[src/logic/ppc_regs.svh]
/*
 Constants of the port pin control block: reset values, package codes, widths.
 Assumes inclusion by its bare name from the package or design files.
*/
`ifndef PPC_REGS_SVH
`define PPC_REGS_SVH

// Pin count and reset values
`define PPC_NUM_PINS 8
`define PPC_CTRL_RST 8'h00
`define PPC_FLAG_RST 8'h00

// Package codes and width
`define PPC_PKG_W 3
`define PPC_PKG_20PIN 3'h1
`define PPC_PKG_DEFAULT 3'h0

// Reroute select width
`define PPC_REROUTE_W 2

`endif

[src/logic/ppc_pkg.sv]
/*
 Types of the port pin control block.
 Assumes ppc_regs.svh is on the include path.
*/
`include "ppc_regs.svh"

package ppc_pkg;

	// Per-pin drive result
	typedef struct packed {
		logic out;
		logic oe;
		logic pull_up;
		logic pull_down;
	} ppc_drive_t;

	// Edge detector states
	typedef enum logic [1:0] {
		PPC_IDLE,
		PPC_ARMED
	} ppc_state_t;

endpackage

[src/logic/ppc_pin.sv]
/*
 One pin slice: priority select of functions, open-drain drive and pulls.
 Assumes the caller supplies function enables ordered low to high priority.
*/
`timescale 1ns/1ps

module ppc_pin #(
	parameter int NFUNC = 3
) (
	// Function sources, index 0 is the port function
	input wire logic [NFUNC-1:0] func_en,
	input wire logic [NFUNC-1:0] func_out,
	input wire logic [NFUNC-1:0] func_oe,
	// Pin controls
	input wire logic open_drain_output_select,
	input wire logic pull_enable_bit,
	input wire logic pull_polarity_select,
	// Result
	output ppc_pkg::ppc_drive_t drive
);

	////////////////////////////////////////////////////////////////////////
	// Highest enabled function wins; port function always available
	logic [$clog2(NFUNC+1)-1:0] sel;
	always_comb begin
		sel = '0;
		for (int i = 1; i < NFUNC; i++) begin
			if (func_en[i]) begin
				sel = ($clog2(NFUNC+1))'(i);
			end
		end
	end

	////////////////////////////////////////////////////////////////////////
	// Wired-or drive: high level released instead of driven
	wire logic sel_out = func_out[sel];
	wire logic sel_oe = func_oe[sel];
	assign drive.out = sel_out;
	assign drive.oe = sel_oe & ~(open_drain_output_select & sel_out);
	// Pull device chosen by the shared polarity bit
	assign drive.pull_up = pull_enable_bit & ~pull_polarity_select;
	assign drive.pull_down = pull_enable_bit & pull_polarity_select;

endmodule

[src/logic/ppc_top.sv]
/*
 Port pin control: per-pin drive, pin interrupt flags with edge select,
 shared-pin priority, reroute of peripheral signals and package code.
 Assumes pins arrive asynchronously and controls come from the same clock.
*/
// Contract
// Wired-or bit set on an output pin disables its high-side drive.
// Pin interrupt request raised only when flag and enable bit are both set.
// Valid edge on an interrupt pin sets a sticky flag.
// Polarity bit picks rising or falling edge as the valid event.
// With pull enabled, polarity bit picks pullup or pulldown.
// Reroute control moves peripheral signals, only in 20-pin package.
// Factory package code held and decides active routing.
// Shared pin goes to highest enabled function; port function is lowest.
// Software clears a flag by writing one; zero leaves it.
`timescale 1ns/1ps

`include "ppc_regs.svh"

module ppc_top #(
	parameter int NPINS = `PPC_NUM_PINS,
	parameter int NFUNC = 3,
	parameter logic [`PPC_PKG_W-1:0] PKG_CODE = `PPC_PKG_DEFAULT
) (
	// Clock and reset
	input wire logic clk,
	input wire logic rst_n,
	// Pin side
	input wire logic [NPINS-1:0] pin_in,
	output logic [NPINS-1:0] pin_out,
	output logic [NPINS-1:0] pin_oe,
	output logic [NPINS-1:0] pin_pull_up,
	output logic [NPINS-1:0] pin_pull_down,
	// Port function controls
	input wire logic [NPINS-1:0] port_dir_out,
	input wire logic [NPINS-1:0] port_data,
	input wire logic [NPINS-1:0] open_drain_output_select,
	input wire logic [NPINS-1:0] pull_enable_bit,
	input wire logic [NPINS-1:0] pull_polarity_select,
	// Peripheral functions, NFUNC-1 per pin in priority order
	input wire logic [NPINS-1:0][NFUNC-2:0] periph_en,
	input wire logic [NPINS-1:0][NFUNC-2:0] periph_out,
	input wire logic [NPINS-1:0][NFUNC-2:0] periph_oe,
	// Reroute
	input wire logic [`PPC_REROUTE_W-1:0] pin_reroute_select,
	output logic [`PPC_REROUTE_W-1:0] reroute_active,
	// Package code
	output logic [`PPC_PKG_W-1:0] package_code_reg,
	// Interrupts
	input wire logic [NPINS-1:0] pin_irq_mask,
	input wire logic [NPINS-1:0] flag_clear_wr,
	output logic [NPINS-1:0] pin_irq_flag,
	output logic pin_irq
);

	////////////////////////////////////////////////////////////////////////
	// Pin synchroniser and edge history
	logic [NPINS-1:0] sync1_r, sync2_r, prev_r;
	always_ff @(posedge clk or negedge rst_n) begin
		if (!rst_n) begin
			sync1_r <= '0;
			sync2_r <= '0;
			prev_r <= '0;
		end else begin
			sync1_r <= pin_in;
			sync2_r <= sync1_r;
			prev_r <= sync2_r;
		end
	end

	////////////////////////////////////////////////////////////////////////
	// Edge select: polarity low falling, high rising
	wire logic [NPINS-1:0] rise = sync2_r & ~prev_r;
	wire logic [NPINS-1:0] fall = ~sync2_r & prev_r;
	wire logic [NPINS-1:0] valid_evt = pin_irq_mask &
		((pull_polarity_select & rise) | (~pull_polarity_select & fall));

	////////////////////////////////////////////////////////////////////////
	// Sticky flags, set wins over write-one clear
	logic [NPINS-1:0] flag_r, flag_nxt;
	assign flag_nxt = (flag_r & ~flag_clear_wr) | valid_evt;
	always_ff @(posedge clk or negedge rst_n) begin
		if (!rst_n) begin
			flag_r <= `PPC_FLAG_RST;
		end else begin
			flag_r <= flag_nxt;
		end
	end
	assign pin_irq_flag = flag_r;
	assign pin_irq = |(flag_r & pin_irq_mask);

	////////////////////////////////////////////////////////////////////////
	// Package code latched after reset release
	logic [`PPC_PKG_W-1:0] pkg_r;
	always_ff @(posedge clk or negedge rst_n) begin
		if (!rst_n) begin
			pkg_r <= `PPC_PKG_DEFAULT;
		end else begin
			pkg_r <= PKG_CODE;
		end
	end
	assign package_code_reg = pkg_r;
	wire logic is_20pin = (pkg_r == `PPC_PKG_20PIN);
	assign reroute_active = is_20pin ? pin_reroute_select : '0;

	////////////////////////////////////////////////////////////////////////
	// Per-pin slices; reroute bit 0 swaps all peripheral functions of pins 0 and 1
	ppc_pkg::ppc_drive_t drv [NPINS];
	genvar g;
	generate
		for (g = 0; g < NPINS; g++) begin : g_pin
			localparam int SRC = (g < 2) ? (1 - g) : g;
			logic [NFUNC-1:0] f_en, f_out, f_oe;
			wire logic swap = reroute_active[0] && (g < 2);
			assign f_en = {periph_en[swap ? SRC : g], 1'b1};
			assign f_out = {periph_out[swap ? SRC : g], port_data[g]};
			assign f_oe = {periph_oe[swap ? SRC : g], port_dir_out[g]};
			ppc_pin #(.NFUNC(NFUNC)) u_pin (
				.func_en(f_en),
				.func_out(f_out),
				.func_oe(f_oe),
				.open_drain_output_select(open_drain_output_select[g]),
				.pull_enable_bit(pull_enable_bit[g]),
				.pull_polarity_select(pull_polarity_select[g]),
				.drive(drv[g])
			);
			assign pin_out[g] = drv[g].out;
			assign pin_oe[g] = drv[g].oe;
			assign pin_pull_up[g] = drv[g].pull_up;
			assign pin_pull_down[g] = drv[g].pull_down;
		end
	endgenerate

	////////////////////////////////////////////////////////////////////////
	// Checks
	flag_set_a: assert property (@(posedge clk) disable iff (!rst_n)
		|valid_evt |=> |pin_irq_flag)
		else $error("flag not set on valid edge");
	rise_edge_a: assert property (@(posedge clk) disable iff (!rst_n)
		(pin_irq_mask[0] && pull_polarity_select[0] && rise[0]) |=> pin_irq_flag[0])
		else $error("rising edge missed");
	fall_ignore_a: assert property (@(posedge clk) disable iff (!rst_n)
		(pull_polarity_select[0] && fall[0] && !flag_r[0]) |=> !pin_irq_flag[0])
		else $error("wrong edge flagged");
	flag_hold_a: assert property (@(posedge clk) disable iff (!rst_n)
		(flag_r[0] && !flag_clear_wr[0]) |=> flag_r[0])
		else $error("flag lost without clear");
	flag_clear_a: assert property (@(posedge clk) disable iff (!rst_n)
		(flag_clear_wr[0] && !valid_evt[0]) |=> !flag_r[0])
		else $error("flag not cleared");
	irq_gate_a: assert property (@(posedge clk) disable iff (!rst_n)
		pin_irq |-> |(pin_irq_flag & pin_irq_mask))
		else $error("irq without enabled flag");
	wired_or_a: assert property (@(posedge clk) disable iff (!rst_n)
		(open_drain_output_select[0] && pin_out[0]) |-> !pin_oe[0])
		else $error("high side driven in wired-or");
	pull_excl_a: assert property (@(posedge clk) disable iff (!rst_n)
		!(pin_pull_up[0] && pin_pull_down[0]))
		else $error("both pulls on");
	reroute_pkg_a: assert property (@(posedge clk) disable iff (!rst_n)
		!is_20pin |-> (reroute_active == '0))
		else $error("reroute outside 20-pin package");
	pkg_hold_a: assert property (@(posedge clk) disable iff (!rst_n)
		$past(rst_n) |-> package_code_reg == PKG_CODE)
		else $error("package code wrong");
	prio_a: assert property (@(posedge clk) disable iff (!rst_n)
		(periph_en[0][NFUNC-2] && !reroute_active[0]) |-> pin_out[0] == periph_out[0][NFUNC-2])
		else $error("priority broken");

	cov_irq_c: cover property (@(posedge clk) disable iff (!rst_n) pin_irq);
	cov_clear_c: cover property (@(posedge clk) disable iff (!rst_n)
		flag_r[0] ##1 !flag_r[0]);
	cov_race_c: cover property (@(posedge clk) disable iff (!rst_n)
		flag_clear_wr[0] && valid_evt[0]);
	cov_reroute_c: cover property (@(posedge clk) disable iff (!rst_n) reroute_active[0]);

endmodule

[config.mk]
export PLATFORM = sky130hd
export DESIGN_NAME = ppc_top
export DESIGN_NICKNAME = d
export VERILOG_FILES = /design/src/logic/ppc_pkg.sv /design/src/logic/ppc_pin.sv /design/src/logic/ppc_top.sv
export VERILOG_INCLUDE_DIRS = /design/src /design/src/logic
export SDC_FILE = /design/constraint.sdc
export NUM_CORES = 1
export LEC_CHECK = 0
export BUFFER_PORTS_ARGS = -buffer_cell sky130_fd_sc_hd__buf_2
export CAP_MARGIN = 20
export CORE_MARGIN = 2
export CORE_UTILIZATION = 37
export CTS_CLUSTER_SIZE = 10
export DETAILED_ROUTE_END_ITERATION = 10
export PLACE_DENSITY = 0.92
export SLEW_MARGIN = 40
export SYNTH_ARGS = -nofsm -noshare
export SYNTH_HDL_FRONTEND = slang
export SYNTH_SLANG_ARGS = --single-unit
export TNS_END_PERCENT = 30
[constraint.sdc]
create_clock -name clk -period 1.55 [get_ports clk]
set_input_delay 0.31 -clock clk [delete_from_list [all_inputs] [get_ports clk]]
set_output_delay 0.31 -clock clk [all_outputs]
set_load 0.02 [all_outputs]
# --- Yosys cells after proc, flatten, opt, wreduce, memory -nomap -nowiden ---
# Cells that the tools add are included.
word_totals:
  latch_bits: 0
  mem_count: 0
  mem_bits_rw: 0
  romBits: 0
  out_inout_bits: 46
  inputBits: 116
  word_cells: 122
  regBits: 32
op_classes:
  shifts: 0
  bitwise_logic: 61
  reduce_logical: 1
  eq_ne: 0
  add_sub_neg: 0
  multipliers: 0
  magnitude_cmp: 8
  div_mod_pow: 0
  mux: 48
ops:
  columns: ["operator", "count"]
  rows:
  - ["bitwise AND 8 bit", 7]
  - ["bitwise AND 1 bit", 32]
  - ["binary-select mux 1 bit (select 2 bit)", 16]
  - ["NOT 8 bit", 4]
  - ["< comparator 2 x 3 -> 1 bit (second input constant)", 8]
  - ["two-way mux 1 bit", 24]
  - ["two-way mux 2 bit", 8]
  - ["NOT 1 bit", 16]
  - ["bitwise OR 8 bit", 2]
  - ["OR reduction 8 bit", 1]

# --- Logic depth before layout (Yosys ltp) ---
logic_depth:
  depth_word: 7
  mapped_depth: 3
  ltp_nobuf: 3

# --- Modules after synthesis ---
# Synthesis repeated with hierarchy kept, for this count alone.
unflattened:
  hier_cells: 140
  hier_area_um2: 1773.0
by_module_without_submodules:
  columns: ["mod", "area_per_inst_um2", "seq_area_each_um2", "n_inst", "cells_each"]
  rows:
  - ["ppc_top", 1132.3, 800.8, 1, 76]
  - ["ppc_pin", 80.1, 0.0, 8, 8]

# --- Worst setup path before layout ---
# No wires, ideal clock.
synth_timing:
  path_type: "input -> output"
  startpoint: "input periph_en[0] in the netlist's numbering"
  endpoint: "output pin_oe[0]"
  path_stages: 3
  n_path_buf: 0
  required_ns: 1.240
  arrival_ns: 1.112
  path_slack_ns: 0.128
  path_cell_list: "mux2_4 mux2_4 a21oi_2"
synth_via:
  elab_chain_cells: 7
  word_cells_on_any_way: 9
  cone_classes: "6 x mux; 3 x bitwise"
synth_lines:
  columns: ["element", "line", "rtl"]
  rows:
  - ["start: declaration", "ppc_top.sv:41", "input wire logic [NPINS-1:0][NFUNC-2:0] periph_en,"]
  - ["two-way mux 1 bit", "ppc_pin.sv:28", "if (func_en[i]) begin"]
  - ["two-way mux 2 bit", "ppc_pin.sv:28", null]
  - ["binary-select mux 1 bit (select 2 bit)", "ppc_pin.sv:36", "wire logic sel_out = func_out[sel];"]
  - ["two-way mux 1 bit (not written as such)", "ppc_pin.sv:36", null]
  - ["net g_pin[0].u_pin.sel_out", "ppc_pin.sv:36", null]
  - ["bitwise AND 1 bit", "ppc_pin.sv:39", "assign drive.oe = sel_oe & ~(open_drain_output_select & sel_out);"]
  - ["NOT 1 bit", "ppc_pin.sv:39", null]
  - ["bitwise AND 1 bit", "ppc_pin.sv:39", null]
  - ["end: declaration", "ppc_top.sv:31", "output logic [NPINS-1:0] pin_oe,"]
# The timed path passes the listed nets, and every way through them passes these cells. The select of a mux whose other input is x is not followed.

# --- Worst setup path in the final report ---
layout_timing:
  startpoint: "input periph_en[14] in the netlist's numbering"
  endpoint: "output pin_oe[7]"
layout_via:
  elab_chain_cells: 7
  word_cells_on_any_way: 9
  cone_classes: "6 x mux; 3 x bitwise"
layout_lines:
  columns: ["element", "line"]
  rows:
  - ["two-way mux 1 bit *", "ppc_pin.sv:28"]
  - ["two-way mux 2 bit *", "ppc_pin.sv:28"]
  - ["binary-select mux 1 bit (select 2 bit)", "ppc_pin.sv:36"]
  - ["two-way mux 1 bit (not written as such)", "ppc_pin.sv:36"]
  - ["bitwise AND 1 bit", "ppc_pin.sv:39"]
  - ["NOT 1 bit", "ppc_pin.sv:39"]
  - ["bitwise AND 1 bit *", "ppc_pin.sv:39"]
# Every way passes the cells marked *; elsewhere a longest branch is shown, timed or not. The select of a mux whose other input is x is not followed.

==> impl_metrics.csv <==
group,metric,value,unit
sta,relSlewSlack,0.544,
pwr,total_power,2.11,mW
layout,nets,419,
routing,dr.pass1.iters,4,
place,pre_cts_ws,-45.7,ps
clock_network,clkLatencyLatePin,280,ps
worst_setup_path,r2r_setup_slack,660,ps
place,hpwl,3400,um
place,io_buffers,154,
layout,fill_cells,399,
routing,vias,1659,
synth,synth_top_family_by_area,"multiplexers",
global_route,grt_usage,0.145,
routing,drc,0,
layout,area_delta_synth_final,53.9,%
synth,synth_adder_area_share,0,
synth,syn_avg_cell_area,11.9,um^2
sta,hold_slack,70.5,ps
worst_setup_path,startpoint_type,"input port",
sta,rsz0062_at_grt,"yes",
worst_setup_path,required,1240,ps
global_route,grt_max_degree,33,
pwr,power.density,785,nW/um^2
global_route,grt_pass1_wl,6000,um
sta,fin_crit,1540,ps
sta,worstMarginPinSlew,684,ps
sta,hold_viol_final,0,
worst_setup_path,r2r_cells,3,
routing,via_per_inst,4.65,
synth,synth_compound_area_frac,0.126,
clock_network,numCtsBuffers,5,
global_route,grt_antenna_before_repair,0,
worst_setup_path,arrival,1230,ps
floorplan,dieArea,5290,um^2
pwr,p_leak,1.50,nW
sta,finalSetupViolations,0,
worst_setup_path,r2r-end,"pin_irq_flag[7]$_DFF_PN0_",
place,dp.cells,350,
layout,diodes,0,
synth,synth_top_cell_by_area,"dfrtp_1",
floorplan,rows,25,
floorplan,ios,162,
sta,slew_violations,0,
layout,drive_above_1_share,0.650,
sta,finalWorstSetupSlack,12.1,ps
global_route,grt_pass1_vias,1569,
clock_network,cts_tree,"done",
synth,yosysUniqueCellTypes,16,
pwr,irDropWorstVdd,0.695,mV
synth,ys_ff_latch,32,
clock_network,cts_sinks,32,
routing,wl_per_cell,11.4,um
synth,synth_area,1750,um^2
layout,final_util,0.581,
clock_network,post-cts-setup-buffer-count,0,
floorplan,die_x,72.8,um
place,finalWeightedCongestion,0.681,
synth,synthMuxAreaShare,0.235,
routing,ant_nets,0,
worst_setup_path,regToRegStartpoint,"sync2_r[7]$_DFF_PN0_",
floorplan,coreArea,4630,um^2
synth,yosys.area_share.simple,0.107,
sta,period_share,0.992,
synth,seq_area_frac_synth,0.458,
synth,synth.area.top_cells,"dfrtp_1, mux2_4, buf_4",
synth,yosysWarnings,0,
layout,multi_input_area,841,um^2
routing,drtIter0Drc,30,
synth,yosys.area_share.xor_xnor,0,
synth,synth_top_area_share,0.458,
floorplan,die_h,72.8,um
clock_network,cts.root.buffer_cell,"clkbuf_8",
clock_network,htree_levels,2,
layout,register_area,801,um^2
layout,stdcell_count,357,
sta,clock_skew,7.54,ps
worst_setup_path,end_kind,"output pin",
global_route,grt-ovfl-total,0,
outcome,outcome,"completed",
min_path,hold_class,"in -> async",
routing,drt-total-wl,4080,um
synth,syn_inst,147,
sta,fmax,650,MHz
worst_setup_path,crit_type,"in -> out",
run,drv_cap,0,
floorplan,start_util,0.378,
worst_setup_path,cp_max_fo,2,
clock_network,clock_path_buffers,2,
clock_network,path_clk_slew,60,ps
[power breakdown]
part,switching (mW),internal [mW],total [mW]
clock network,0.274,0.304,0.578
registers,0.0297,0.886,0.916
logic,0.296,0.324,0.619
total,0.599,1.51,2.11
[logic make-up (layout without fill, tap and decap cells)]
family,count (synthesis),after routing
AO/OA/AOI/OAI,28,28
buffers and inverters,21,173
multiplexers,32,32
flip-flops,32,32
AND/OR/NAND/NOR,33,33
other,1,5
[flip-flops by register name, indices dropped and copies added (netlist names)]
signal        flops
pin_irq_flag      8
prev_r            8
sync1_r           8
sync2_r           8
[metal layers]
layer / track usage / vias up / routed length (um)
li1: - / 810 / -
met1: 0.151 / 762 / 1460
met2: 0.277 / 79 / 2250
met3: 0.0387 / 8 / 309
met4: 0.0535 / 0 / 63
met5: 0 / - / 0
[how the worst max path moves through the flow]
stage,startpoint,to,slack (ps),cells after the start
after global routing,periph_en[2],pin_oe[1],-30,5
after global placement,periph_en[4],pin_oe[2],-30,5
after detailed placement,periph_en[8],pin_oe[4],-50,5
final,periph_en[14],pin_oe[7],10,5
after floorplan,periph_en[0],pin_oe[0],130,3
after CTS,periph_en[8],pin_oe[4],8,5
[timing repair]
item | CTS | global route
pin swaps | 8 | 0
endpoints found under the setup margin | 9 | 7
hold buffers | 0 | 0
hold endpoints to repair | 0 | 0
gates resized for setup | 17 | 1
gates cloned | 0 | 0
[final cells by class]
class | count | share of cell area
multi-input combinational | 98 | 0.312
clock buffer | 6 | 0.0270
tap | 54 | 0.0251
sequential | 32 | 0.298
inverter | 8 | 0.0112
timing repair buffer | 158 | 0.325
clock inverter | 1 | 0.00186
[Yosys cell counts]
cell type,count
conb_1,1
inv_1,8
a21oi_2,8
o22ai_1,8
a22o_1,8
mux2_4,16
nor2b_1,8
and2_1,8
nand2b_1,8
buf_4,13
dfrtp_1,32
mux2_2,8
a22oi_1,4
mux2i_1,8
nand4_1,1
nand2_1,8
[placed cells by master, fill, tap and decap left out, types with 3 or more instances in the layout]
cell      count
buf_2       138
dfrtp_1      32
mux2_4       16
buf_4        11
buf_6         9
inv_1         8
nand2_1       8
nand2b_1      8
o22ai_1       8
a22o_1        8
nor2b_1       8
mux2_2        8
mux2i_1       8
a21oi_2       8
and2_1        8
conb_1        5
clkbuf_8      5
a22oi_1       3
[stage by stage]
stage	cell area [um^2]	setup TNS [ps]
after global placement	2530	-236
after detailed placement	2530	-322
after CTS	2690	0
after floorplan	1760	0
after global routing	2690	-114
final	2690	0
[worst max-delay path: stages]
cell and delay (ps):
buf_6 100, mux2_4 280, mux2_4 280, a21oi_2 110, buf_4 150
Power figures use the tool's default switching activity.
